**config.mk**
```make
export PLATFORM = sky130hd
export DESIGN_NAME = crl_rate_lock
export DESIGN_NICKNAME = d
export VERILOG_FILES = /design/src/shared/crl_pkg.sv /design/src/verilog/crl_sync.sv /design/src/verilog/crl_lock_judge.sv /design/src/verilog/crl_rate_lock.sv
export SDC_FILE = /design/constraint.sdc
export NUM_CORES = 2
export LEC_CHECK = 0
export BUFFER_PORTS_ARGS = -buffer_cell sky130_fd_sc_hd__buf_2
export CAP_MARGIN = 40
export CORE_ASPECT_RATIO = 0.75
export CORE_MARGIN = 5
export CORE_UTILIZATION = 55
export DETAILED_ROUTE_END_ITERATION = 10
export PLACE_DENSITY = 0.72
export SKIP_CTS_REPAIR_TIMING = 1
export SYNTH_ARGS = -nofsm -noshare
export SYNTH_HDL_FRONTEND = slang
export SYNTH_SLANG_ARGS = --single-unit
```
**constraint.sdc**
```tcl
create_clock -name CORE_CLK_IN -period 6.3 [get_ports CORE_CLK_IN]
set_input_delay 1.89 -clock CORE_CLK_IN [delete_from_list [all_inputs] [get_ports CORE_CLK_IN]]
set_output_delay 1.89 -clock CORE_CLK_IN [all_outputs]
set_load 0.02 [all_outputs]
```
**src/shared/crl_pkg.sv**
```systemverilog
`default_nettype none
package crl_pkg;
   // ***********************************
   // register offsets
   // ***********************************
   localparam logic [7:0] OFF_RECOV  = 8'h0A;
   localparam logic [7:0] OFF_STD    = 8'h2F;
   localparam logic [7:0] OFF_REFM   = 8'h36;
   localparam logic [7:0] OFF_G0_LO  = 8'h60;
   localparam logic [7:0] OFF_G0_HI  = 8'h61;
   localparam logic [7:0] OFF_G1_LO  = 8'h62;
   localparam logic [7:0] OFF_G1_HI  = 8'h63;
   localparam logic [7:0] OFF_TOL    = 8'h64;
   localparam logic [7:0] OFF_CHSEL  = 8'hFF;
   // ***********************************
   // field positions
   // ***********************************
   localparam int MANUAL_BIT = 7;
   localparam int RST_LO     = 2;
   localparam int RST_HI     = 3;
   localparam int FLD_BIT    = 1;
   localparam int REFM_LO    = 4;
   localparam int REFM_HI    = 5;
   localparam int FORCE_LO   = 0;
   localparam int FORCE_HI   = 1;
   localparam int STD_LO     = 4;
   localparam int STD_HI     = 7;
   localparam int TOL0_LO    = 0;
   localparam int TOL0_HI    = 3;
   localparam int TOL1_LO    = 4;
   localparam int TOL1_HI    = 7;
   localparam int CHSEL_HI   = 1;
   // ***********************************
   // reset values and codes
   // ***********************************
   localparam logic [7:0] RECOV_RST  = 8'h00;
   localparam logic [7:0] STD_RST    = 8'h02;
   localparam logic [7:0] REFM_RST   = 8'h30;
   localparam logic [7:0] COUNT_RST  = 8'h00;
   localparam logic [7:0] TOL_RST    = 8'h00;
   localparam logic [7:0] CHSEL_RST  = 8'h00;
   localparam logic [1:0] REF_ASSIST = 2'h3;
   localparam logic [6:0] SMB_ADDR7  = 7'h18;
   localparam logic [3:0] NIB_IB     = 4'h2;
   localparam logic [3:0] NIB_CPRI1  = 4'h3;
   localparam logic [3:0] NIB_CPRI2  = 4'h4;
   localparam logic [3:0] NIB_WIDE   = 4'h6;
   localparam logic [3:0] NIB_PROP   = 4'hA;
   localparam logic [3:0] NIB_ILK1   = 4'hB;
   localparam logic [3:0] NIB_ILK2   = 4'hC;
   localparam logic [3:0] NIB_ETH    = 4'hF;
   // divider masks: bit0 = /1, bit1 = /2, bit2 = /4, bit3 = /8
   localparam logic [3:0] DIV1       = 4'h1;
   localparam logic [3:0] DIV8       = 4'h8;
   localparam logic [3:0] DIV_124    = 4'h7;
   localparam logic [3:0] DIV_24     = 4'h6;
   localparam logic [3:0] DIV_2      = 4'h2;
   localparam logic [3:0] DIV_1248   = 4'hF;
   // ***********************************
   // types
   // ***********************************
   typedef enum logic [8:0] {
      SMB_IDLE  = 9'h001,
      SMB_ADDR  = 9'h002,
      SMB_AADDR = 9'h004,
      SMB_REG   = 9'h008,
      SMB_AREG  = 9'h010,
      SMB_WDATA = 9'h020,
      SMB_ADATA = 9'h040,
      SMB_RDATA = 9'h080,
      SMB_RACK  = 9'h100
   } crl_smb_e;
   typedef struct packed {
      logic [7:0] recov;
      logic [7:0] std;
      logic [7:0] refm;
      logic [7:0] g0_lo;
      logic [7:0] g0_hi;
      logic [7:0] g1_lo;
      logic [7:0] g1_hi;
      logic [7:0] tol;
   } crl_chan_s;
   typedef struct packed {
      logic        phase_locked;
      logic        meas_valid;
      logic [14:0] meas_count;
   } crl_loop_s;
   typedef struct packed {
      logic       loop_reset;
      logic       ref_assist;
      logic       restrict_coarse;
      logic       false_lock_en;
      logic       manual_count;
      logic       group;
      logic [3:0] divider;
   } crl_ctrl_s;
   // ***********************************
   // divider set per standard code and group
   // ***********************************
   function automatic logic [3:0] crl_div_mask(input logic [3:0] nib, input logic grp);
      logic [3:0] m;
      m = 4'h0;
      case (nib)
         NIB_IB, NIB_CPRI1 : m = DIV_124;
         NIB_CPRI2, NIB_ILK1 : m = DIV_24;
         NIB_WIDE : m = DIV_1248;
         NIB_PROP : m = DIV_2;
         NIB_ILK2 : m = DIV1;
         NIB_ETH : m = grp ? DIV1 : DIV8;
         default : m = 4'h0;
      endcase
      return m;
   endfunction : crl_div_mask
   function automatic logic [2:0] crl_next_cand(input logic [2:0] cur, input logic [7:0] allowed);
      logic [2:0] c;
      logic [2:0] res;
      logic       found;
      c = cur;
      res = cur;
      found = 1'b0;
      for (int k = 0; k < 8; k++) begin
         c = c + 3'h1;
         if (!found && allowed[c]) begin
            res = c;
            found = 1'b1;
         end
      end
      return res;
   endfunction : crl_next_cand
endpackage : crl_pkg
`default_nettype wire

```
**src/verilog/crl_sync.sv**
```systemverilog
`timescale 1ns/10ps
`default_nettype none
module crl_sync
   import crl_pkg::*;
(
   input  wire logic clk_in,
   input  wire logic rst_n_in,
   input  wire logic d_in,
   output logic      level_out,
   output logic      rise_out,
   output logic      fall_out
);
   typedef struct packed {
      logic s1;
      logic s2;
      logic s3;
   } crl_sync_s;
   crl_sync_s q;
   crl_sync_s nxt;
   // s1 is read by s2 only; edges come from s2/s3
   always_comb begin
      nxt = q;
      nxt.s1 = d_in;
      nxt.s2 = q.s1;
      nxt.s3 = q.s2;
   end
   always_ff @(posedge clk_in) begin
      if (!rst_n_in) begin
         q <= 3'h7;
      end else begin
         q <= nxt;
      end
   end
   assign level_out = q.s2;
   assign rise_out  = q.s2 & ~q.s3;
   assign fall_out  = ~q.s2 & q.s3;
endmodule : crl_sync
`default_nettype wire

```
**src/verilog/crl_lock_judge.sv**
```systemverilog
`timescale 1ns/10ps
`default_nettype none
module crl_lock_judge
   import crl_pkg::*;
(
   input  wire logic [14:0] count_in,
   input  wire logic [14:0] exp0_in,
   input  wire logic [14:0] exp1_in,
   input  wire logic [7:0]  tol_in,
   output logic      [1:0]  in_tol_out
);
   logic [14:0] diff0;
   logic [14:0] diff1;
   // deviation in counts equals the tolerance value itself
   assign diff0 = (count_in > exp0_in) ? (count_in - exp0_in) : (exp0_in - count_in);
   assign diff1 = (count_in > exp1_in) ? (count_in - exp1_in) : (exp1_in - count_in);
   assign in_tol_out[0] = diff0 <= {11'h000, tol_in[TOL0_HI:TOL0_LO]};
   assign in_tol_out[1] = diff1 <= {11'h000, tol_in[TOL1_HI:TOL1_LO]};
endmodule : crl_lock_judge
`default_nettype wire

```
**src/verilog/crl_rate_lock.sv**
```systemverilog
// Notes on behaviour
// configuration over open-drain two-wire bus, never drive high
// known standard code restricts coarse tuning, dividers
// upper nibble decodes divider sets per group
// ethernet code: device picks divider and tuning
// single-frequency standards switch dividers automatically; code C holds /1 in both groups
// lock only within tolerance of expected count
// two groups, shared tolerance register
// host computes expected count as rate times 1280
// high byte bit 7 selects manual count
// nibble tolerance gives deviation around expected count
// host should write all ones to tolerance
// single-frequency standards: host writes identical counts
// range mode uses divide-by-1, host may force
// standards mode auto-switches divider, ethernet also oscillator
// channel select steers per-channel accesses
// host sets reference mode bits to 11
// set-then-clear recovery bits restarts recovery loop
// after reset, lock to correctly configured input
// reference mode: device picks capacitor settings itself
// groups may hold different counts, same dividers; ethernet code uses /8 in group 0 and /1 in group 1
// reference mode field resets to 11
// false-lock detector disabled at reset, zero enables
// per-channel lock output high while locked
// upper tolerance nibble group 1, lower group 0
// undefined codes fall back to range, divide-by-1
`timescale 1ns/10ps
`default_nettype none
module crl_rate_lock
   import crl_pkg::*;
(
   input  wire logic             CORE_CLK_IN,
   input  wire logic             RESET_N_IN,
   input  wire logic             SERIAL_CLOCK_LINE_IN,
   output logic                  SERIAL_CLOCK_LINE_OUT,
   output logic                  SERIAL_CLOCK_LINE_OE_OUT,
   input  wire logic             SERIAL_DATA_IN,
   output logic                  SERIAL_DATA_OUT,
   output logic                  SERIAL_DATA_OE_OUT,
   input  wire crl_loop_s [3:0]  LOOP_STATUS_IN,
   output crl_ctrl_s      [3:0]  LOOP_CTRL_OUT,
   output logic           [3:0]  LOCK_OUT
);
   // ***********************************
   // state
   // ***********************************
   typedef struct packed {
      crl_smb_e              st;
      logic [2:0]            cnt;
      logic [7:0]            sh;
      logic                  got;
      logic                  rw;
      logic [7:0]            ptr;
      logic                  sda_oe;
      logic                  sda_o;
      logic                  scl_oe;
      logic                  scl_o;
      logic [7:0]            chan_sel;
      crl_chan_s [3:0]       ch;
      logic [3:0][2:0]       cand;
      logic [3:0]            lock;
      crl_ctrl_s [3:0]       ctrl;
   } crl_top_s;
   crl_top_s          q;
   crl_top_s          nxt;
   logic              scl_lvl;
   logic              scl_rise;
   logic              scl_fall;
   logic              sda_lvl;
   logic              sda_rise;
   logic              sda_fall;
   logic [3:0][1:0]   in_tol;
   logic              do_wr;
   logic [7:0]        waddr;
   logic [7:0]        wdat;

   // ***********************************
   // pin synchronisers
   // ***********************************
   crl_sync u_scl_sync (
      .clk_in    (CORE_CLK_IN),
      .rst_n_in  (RESET_N_IN),
      .d_in      (SERIAL_CLOCK_LINE_IN),
      .level_out (scl_lvl),
      .rise_out  (scl_rise),
      .fall_out  (scl_fall)
   );
   crl_sync u_sda_sync (
      .clk_in    (CORE_CLK_IN),
      .rst_n_in  (RESET_N_IN),
      .d_in      (SERIAL_DATA_IN),
      .level_out (sda_lvl),
      .rise_out  (sda_rise),
      .fall_out  (sda_fall)
   );
   // ***********************************
   // per-channel frequency judges
   // ***********************************
   for (genvar g = 0; g < 4; g++) begin : g_chan
      crl_lock_judge u_judge (
         .count_in   (LOOP_STATUS_IN[g].meas_count),
         .exp0_in    ({q.ch[g].g0_hi[6:0], q.ch[g].g0_lo}),
         .exp1_in    ({q.ch[g].g1_hi[6:0], q.ch[g].g1_lo}),
         .tol_in     (q.ch[g].tol),
         .in_tol_out (in_tol[g])
      );

   end
   // ***********************************
   // register read mux
   // ***********************************
   function automatic logic [7:0] reg_read(input crl_top_s s, input logic [7:0] a);
      crl_chan_s c;
      logic [7:0] r;
      c = s.ch[s.chan_sel[CHSEL_HI:0]];
      r = 8'h00;
      case (a)
         OFF_RECOV : r = c.recov;
         OFF_STD   : r = c.std;
         OFF_REFM  : r = c.refm;
         OFF_G0_LO : r = c.g0_lo;
         OFF_G0_HI : r = c.g0_hi;
         OFF_G1_LO : r = c.g1_lo;
         OFF_G1_HI : r = c.g1_hi;
         OFF_TOL   : r = c.tol;
         OFF_CHSEL : r = s.chan_sel;
         default   : r = 8'h00;
      endcase
      return r;
   endfunction : reg_read
   function automatic crl_top_s top_reset();
      crl_top_s s;
      s = '0;
      s.st = SMB_IDLE;
      s.chan_sel = CHSEL_RST;
      for (int k = 0; k < 4; k++) begin
         s.ch[k] = {RECOV_RST, STD_RST, REFM_RST, COUNT_RST, COUNT_RST, COUNT_RST, COUNT_RST, TOL_RST};
         s.ctrl[k].false_lock_en = 1'b0;
         s.ctrl[k].ref_assist = 1'b1;
      end
      return s;
   endfunction : top_reset
   // ***********************************
   // next state
   // ***********************************
   always_comb begin
      logic [3:0] nib;
      logic [7:0] allowed;
      logic [7:0] rd;
      logic       known;
      logic       grp;
      nib = 4'h0;
      allowed = 8'h00;
      known = 1'b0;
      grp = 1'b0;
      nxt = q;
      do_wr = 1'b0;
      waddr = q.ptr;
      wdat = q.sh;
      rd = reg_read(q, q.ptr);
      // sda only ever pulled low; released otherwise
      nxt.sda_o = 1'b0;
      nxt.scl_o = 1'b0;
      nxt.scl_oe = 1'b0;
      if (sda_fall && scl_lvl) begin
         nxt.st = SMB_ADDR;
         nxt.cnt = 3'h0;
         nxt.got = 1'b0;
         nxt.sda_oe = 1'b0;
      end else if (sda_rise && scl_lvl) begin
         nxt.st = SMB_IDLE;
         nxt.sda_oe = 1'b0;
      end else begin
         unique case (q.st)
            SMB_IDLE : begin
               nxt.sda_oe = 1'b0;
            end
            SMB_ADDR, SMB_REG, SMB_WDATA : begin
               if (scl_rise) begin
                  nxt.sh = {q.sh[6:0], sda_lvl};
                  nxt.cnt = q.cnt + 3'h1;
                  nxt.got = (q.cnt == 3'h7);
               end else if (scl_fall && q.got) begin
                  nxt.got = 1'b0;
                  nxt.sda_oe = 1'b1;
                  if (q.st == SMB_ADDR) begin
                     nxt.rw = q.sh[0];
                     nxt.st = (q.sh[7:1] == SMB_ADDR7) ? SMB_AADDR : SMB_IDLE;
                     nxt.sda_oe = (q.sh[7:1] == SMB_ADDR7);
                  end else if (q.st == SMB_REG) begin
                     nxt.ptr = q.sh;
                     nxt.st = SMB_AREG;
                  end else begin
                     do_wr = 1'b1;
                     nxt.ptr = q.ptr + 8'h01;
                     nxt.st = SMB_ADATA;
                  end
               end
            end
            SMB_AADDR : begin
               if (scl_fall) begin
                  nxt.cnt = 3'h0;
                  if (q.rw) begin
                     nxt.sh = rd;
                     nxt.sda_oe = ~rd[7];
                     nxt.st = SMB_RDATA;
                  end else begin
                     nxt.sda_oe = 1'b0;
                     nxt.st = SMB_REG;
                  end
               end
            end
            SMB_AREG, SMB_ADATA : begin
               if (scl_fall) begin
                  nxt.cnt = 3'h0;
                  nxt.sda_oe = 1'b0;
                  nxt.st = SMB_WDATA;
               end
            end
            SMB_RDATA : begin
               if (scl_fall) begin
                  if (q.cnt == 3'h7) begin
                     nxt.sda_oe = 1'b0;
                     nxt.ptr = q.ptr + 8'h01;
                     nxt.got = 1'b0;
                     nxt.st = SMB_RACK;
                  end else begin
                     nxt.cnt = q.cnt + 3'h1;
                     nxt.sh = {q.sh[6:0], 1'b0};
                     nxt.sda_oe = ~q.sh[6];
                  end
               end
            end
            SMB_RACK : begin
               if (scl_rise) begin
                  // a nack from the master ends the read burst
                  nxt.st = sda_lvl ? SMB_IDLE : SMB_RACK;
                  nxt.got = ~sda_lvl;
               end else if (scl_fall && q.got) begin
                  nxt.got = 1'b0;
                  nxt.cnt = 3'h0;
                  nxt.sh = rd;
                  nxt.sda_oe = ~rd[7];
                  nxt.st = SMB_RDATA;
               end
            end
         endcase
      end
      // register writes land in the selected channel, except writes to the channel select itself
      if (do_wr) begin
         if (waddr == OFF_CHSEL) begin
            nxt.chan_sel = wdat;
         end else begin
            case (waddr)
               OFF_RECOV : nxt.ch[q.chan_sel[CHSEL_HI:0]].recov = wdat;
               OFF_STD   : nxt.ch[q.chan_sel[CHSEL_HI:0]].std   = wdat;
               OFF_REFM  : nxt.ch[q.chan_sel[CHSEL_HI:0]].refm  = wdat;
               OFF_G0_LO : nxt.ch[q.chan_sel[CHSEL_HI:0]].g0_lo = wdat;
               OFF_G0_HI : nxt.ch[q.chan_sel[CHSEL_HI:0]].g0_hi = wdat;
               OFF_G1_LO : nxt.ch[q.chan_sel[CHSEL_HI:0]].g1_lo = wdat;
               OFF_G1_HI : nxt.ch[q.chan_sel[CHSEL_HI:0]].g1_hi = wdat;
               OFF_TOL   : nxt.ch[q.chan_sel[CHSEL_HI:0]].tol   = wdat;
               default   : nxt.chan_sel = q.chan_sel;
            endcase
         end
      end
      // ***********************************
      // divider hunt and lock per channel
      // ***********************************
      for (int i = 0; i < 4; i++) begin
         nib = q.ch[i].std[STD_HI:STD_LO];
         known = (crl_div_mask(nib, 1'b0) != 4'h0);
         if (known) begin
            allowed = {crl_div_mask(nib, 1'b1), crl_div_mask(nib, 1'b0)};
         end else begin
            // forced divider only honoured outside standards mode
            allowed = {2{4'(DIV1 << q.ch[i].refm[FORCE_HI:FORCE_LO])}};
         end
         grp = q.cand[i][2];
         if (|q.ch[i].recov[RST_HI:RST_LO]) begin
            nxt.lock[i] = 1'b0;
            nxt.cand[i] = crl_next_cand(3'h7, allowed);
         end else if (!allowed[q.cand[i]]) begin
            nxt.lock[i] = 1'b0;
            nxt.cand[i] = crl_next_cand(q.cand[i], allowed);
         end else if (!LOOP_STATUS_IN[i].phase_locked) begin
            nxt.lock[i] = 1'b0;
            if (LOOP_STATUS_IN[i].meas_valid) begin
               nxt.cand[i] = crl_next_cand(q.cand[i], allowed);
            end
         end else if (LOOP_STATUS_IN[i].meas_valid) begin
            if (in_tol[i][grp] && (grp ? q.ch[i].g1_hi[MANUAL_BIT] : q.ch[i].g0_hi[MANUAL_BIT])) begin
               nxt.lock[i] = 1'b1;
            end else begin
               nxt.lock[i] = 1'b0;
               nxt.cand[i] = crl_next_cand(q.cand[i], allowed);
            end
         end
         nxt.ctrl[i].loop_reset      = |q.ch[i].recov[RST_HI:RST_LO];
         nxt.ctrl[i].ref_assist      = (q.ch[i].refm[REFM_HI:REFM_LO] == REF_ASSIST);
         nxt.ctrl[i].restrict_coarse = known;
         nxt.ctrl[i].false_lock_en   = ~q.ch[i].std[FLD_BIT];
         nxt.ctrl[i].manual_count    = grp ? q.ch[i].g1_hi[MANUAL_BIT] : q.ch[i].g0_hi[MANUAL_BIT];
         nxt.ctrl[i].group           = grp;
         nxt.ctrl[i].divider         = 4'(DIV1 << q.cand[i][1:0]);
      end
   end
   always_ff @(posedge CORE_CLK_IN) begin
      if (!RESET_N_IN) begin
         q <= top_reset();
      end else begin
         q <= nxt;
      end
   end
   // ***********************************
   // outputs
   // ***********************************
   assign SERIAL_CLOCK_LINE_OUT    = q.scl_o;
   assign SERIAL_CLOCK_LINE_OE_OUT = q.scl_oe;
   assign SERIAL_DATA_OUT          = q.sda_o;
   assign SERIAL_DATA_OE_OUT       = q.sda_oe;
   assign LOOP_CTRL_OUT            = q.ctrl;
   assign LOCK_OUT                 = q.lock;
endmodule : crl_rate_lock
`default_nettype wire

```
==> impl_metrics.csv <==
group,metric,value,unit
cts,root_buffer,"clkbuf_16",
route,finalWirelength,103000,µm
sta,finalClockSkew,28.7,ps
worst_hold_path,worstHoldStart,"u_sda_sync.nxt[1]",
worst_setup_path,worstReg2RegEnd,"q[44]",
worst_setup_path,crit_path_start_kind,"primary input",
route,vias,30331,
cells_and_area,finalNonFillerCells,4807,
flow_run,max_cap_viol_count,0,
logic_synthesis,synth.area.top_cells,"dfxtp_1 (23%), ha_1 (11%), mux2i_1 (7.1%)",
global_route,grt-ovfl-total,0,
die,start_util,0.557,
placement,hpwl,79900,µm
sta,fin_tns_setup,0,ps
sta,fin_ws,435,ps
power_and_ir_drop,power_leakage,13.8,nW
logic_synthesis,ys_ff_latch,381,
placement,dp_worst_setup_slack,-72.6,ps
die,rows,77,
cts,h-tree-depth,2,
worst_setup_path,worstPathArrival,6320,ps
sta,rsz0062_at_grt,"no",
placement,placed_cells,4739,
route,post_drt_wl_per_cell,21.5,µm
route,drt-pass1-iter-count,6,
placement,placed_area,34000,µm²
cts,tritoncts.num_buffers,40,
logic_synthesis,syn_inst,3993,
cts,cts.sinks,381,
worst_setup_path,crit_fanout,11,
worst_setup_path,cp-end-kind,"register",
global_route,grt_pass1_wl,158000,µm
cts,cts_buffer_depth,3,
global_route,grt_usage,0.301,
logic_synthesis,yosys.area.top_type_share,0.231,
sta,max_freq,171,MHz
logic_synthesis,async_reset_ff_frac,0,
worst_setup_path,reg2reg_depth,21,
global_route,grt_max_degree,133,
cells_and_area,final_area,35300,µm²
logic_synthesis,yosys_warnings,0,
route,drtIter0Drc,3767,
sta,setup_viol,0,
worst_setup_path,worstPathRequired,6760,ps
outcome,status,"complete, no violations",
cells_and_area,area_growth,6.97,%
worst_setup_path,reg2reg_setup_slack,1420,ps
sta,drv_slew,0,
sta,finalHoldViolations,0,
logic_synthesis,seq_area_frac_synth,0.231,
die,die_h,222,µm
worst_hold_path,hold_class,"register to register",
sta,maxSlewHeadroom,0.325,
route,via_per_inst,6.31,
logic_synthesis,avgSynthCellArea,8.26,µm²
placement,port_buffers,116,
cts,clock_latency,570,ps
cts,cts_tree,"done",
power_and_ir_drop,p_per_area,220,nW/µm²
logic_synthesis,synthDistinctLibCells,126,
sta,holdWs,412,ps
power_and_ir_drop,peakVddDrop,0.000179,V
global_route,grt_pass1_vias,27424,
logic_synthesis,netlist_top_cells_count,"nor2_1 (520), dfxtp_1 (381), inv_1 (307)",
worst_setup_path,path_class,"primary input to register",
logic_synthesis,yosysMostFrequentCell,"nor2_1",
sta,finalCriticalPeriod,5860,ps
cells_and_area,fin_nets,4376,
worst_setup_path,r2r-start,"q[86]",
cts,clk_pin_slew_worst_paths,60,ps
worst_hold_path,hold_path_depth,1,
worst_hold_path,min_to,"u_sda_sync.level_out",
die,die_x,293,µm
sta,worst_pin_slew,1010,ps
sta,period_share,0.931,
route,drc_errors,0,
die,core_area,59200,µm²
die,io_pins,120,
logic_synthesis,synth_top_area_cell,"dfxtp_1",
route,ant_nets,0,
die,die-area,65000,µm²
logic_synthesis,synth_edf_count,0,
cells_and_area,layout-drive-gt1-share,0.126,
logic_synthesis,synth_top_flop_cell,"dfxtp_1",
placement,place.gp.congestion,1.03,
global_route,antenna_found_initial,2,
logic_synthesis,syn_area,33000,µm²
[final cells by class]
class | count | area [µm²]
Clock inverter | 19 | 174
Tap cell | 790 | 988
Inverter | 312 | 1180
Antenna cell | 1 | 2.50
Fill cell | 5383 | 23900
Timing Repair Buffer | 220 | 1420
Sequential cell | 381 | 7640
Multi-Input combinational cell | 3036 | 22800
Clock buffer | 48 | 1060
[critical path, cell delays in order]
cell and delay (ps):
buf_2 130, inv_1 70, ha_1 470, nand2_1 140, a211o_1 350, a21bo_1 210, a21oi_2 220, mux2_2 370
ha_1 290, nor2b_1 130, o21ai_0 150, nand2b_1 70, a21oi_1 150, a41o_1 170, nand3_1 100, nor4_1 460
a21oi_1 340, o31ai_4 360, nand3_1 140, o41ai_2 80
[power breakdown]
group          internal, mW  leakage (nW)  switching (mW)
Clock                  1.26         0.614            1.03
Combinational          1.26          10.1            1.69
Sequential             2.46          3.08          0.0705
[through the flow]
stage	total power, mW	utilization
finish	7.76	0.596
global route	8.18	0.596
CTS	7.72	0.596
detailed placement	5.46	0.575
global placement	5.44	0.573
floorplan	4.90	-
[per-layer routing]
metal  track usage  routed length (µm)
met2         0.416               41200
met5             0                  13
met4        0.0904                3570
met3        0.0880               12400
met1         0.449               46300
[cells by family (layout without fill, tap and decap cells)]
kind of cell,count (synthesis),after routing,synth area share
multiplexers,368,368,0.150
other,1,4,0.000114
flip-flops,381,381,0.231
buffers and inverters,578,599,0.0774
adder cells (fa/ha/maj),313,313,0.122
AO/OA/AOI/OAI,1013,1013,0.208
XOR/XNOR,133,133,0.0372
AND/OR/NAND/NOR,1206,1206,0.173
[worst max path at each step]
stage	from	end	slack [ps]
6_report	LOOP_STATUS_IN[38]	q[51]	440
4_1_cts	LOOP_STATUS_IN[38]	q[51]	450
2_1_floorplan	LOOP_STATUS_IN[4]	q[44]	340
3_5_place_dp	LOOP_STATUS_IN[38]	q[51]	-70
5_1_grt	LOOP_STATUS_IN[35]	q[51]	40
3_3_place_gp	LOOP_STATUS_IN[38]	q[51]	30
[placed cells by master (no fill, tap or decap), types with 12 or more instances in the layout]
cell type	n
xnor2_1	78
buf_4	100
nand2_1	226
o21ai_0	149
mux4_2	96
inv_1	307
o22ai_1	12
o31ai_1	16
xor2_1	50
mux2_2	33
nand4_1	35
nand3_1	77
a31oi_1	36
a21o_1	61
clkbuf_16	40
and3_1	19
fa_1	16
a22oi_1	160
o21bai_1	21
a211oi_1	42
nor2_1	520
mux2i_1	235
nor2b_1	37
nand2b_1	55
o21ai_1	20
dfxtp_1	375
a21oi_1	260
o21a_1	29
nor4_1	18
or3_1	12
nor3_1	82
buf_2	116
o211ai_1	30
a41oi_1	12
and2_1	39
ha_1	297
[flip-flops by register name, summed over array words and instances (netlist names), named ones only]
register,flops
q,286
LOOP_CTRL_OUT,40
waddr,8
wdat,8
LOCK_OUT,4
nxt,4
SERIAL_DATA_OE_OUT,1
u_scl_sync.level_out,1
u_scl_sync.nxt,1
u_scl_sync.q,1
u_sda_sync.level_out,1
u_sda_sync.nxt,1
u_sda_sync.q,1
No activity file was read; power rests on OpenSTA's default activity.
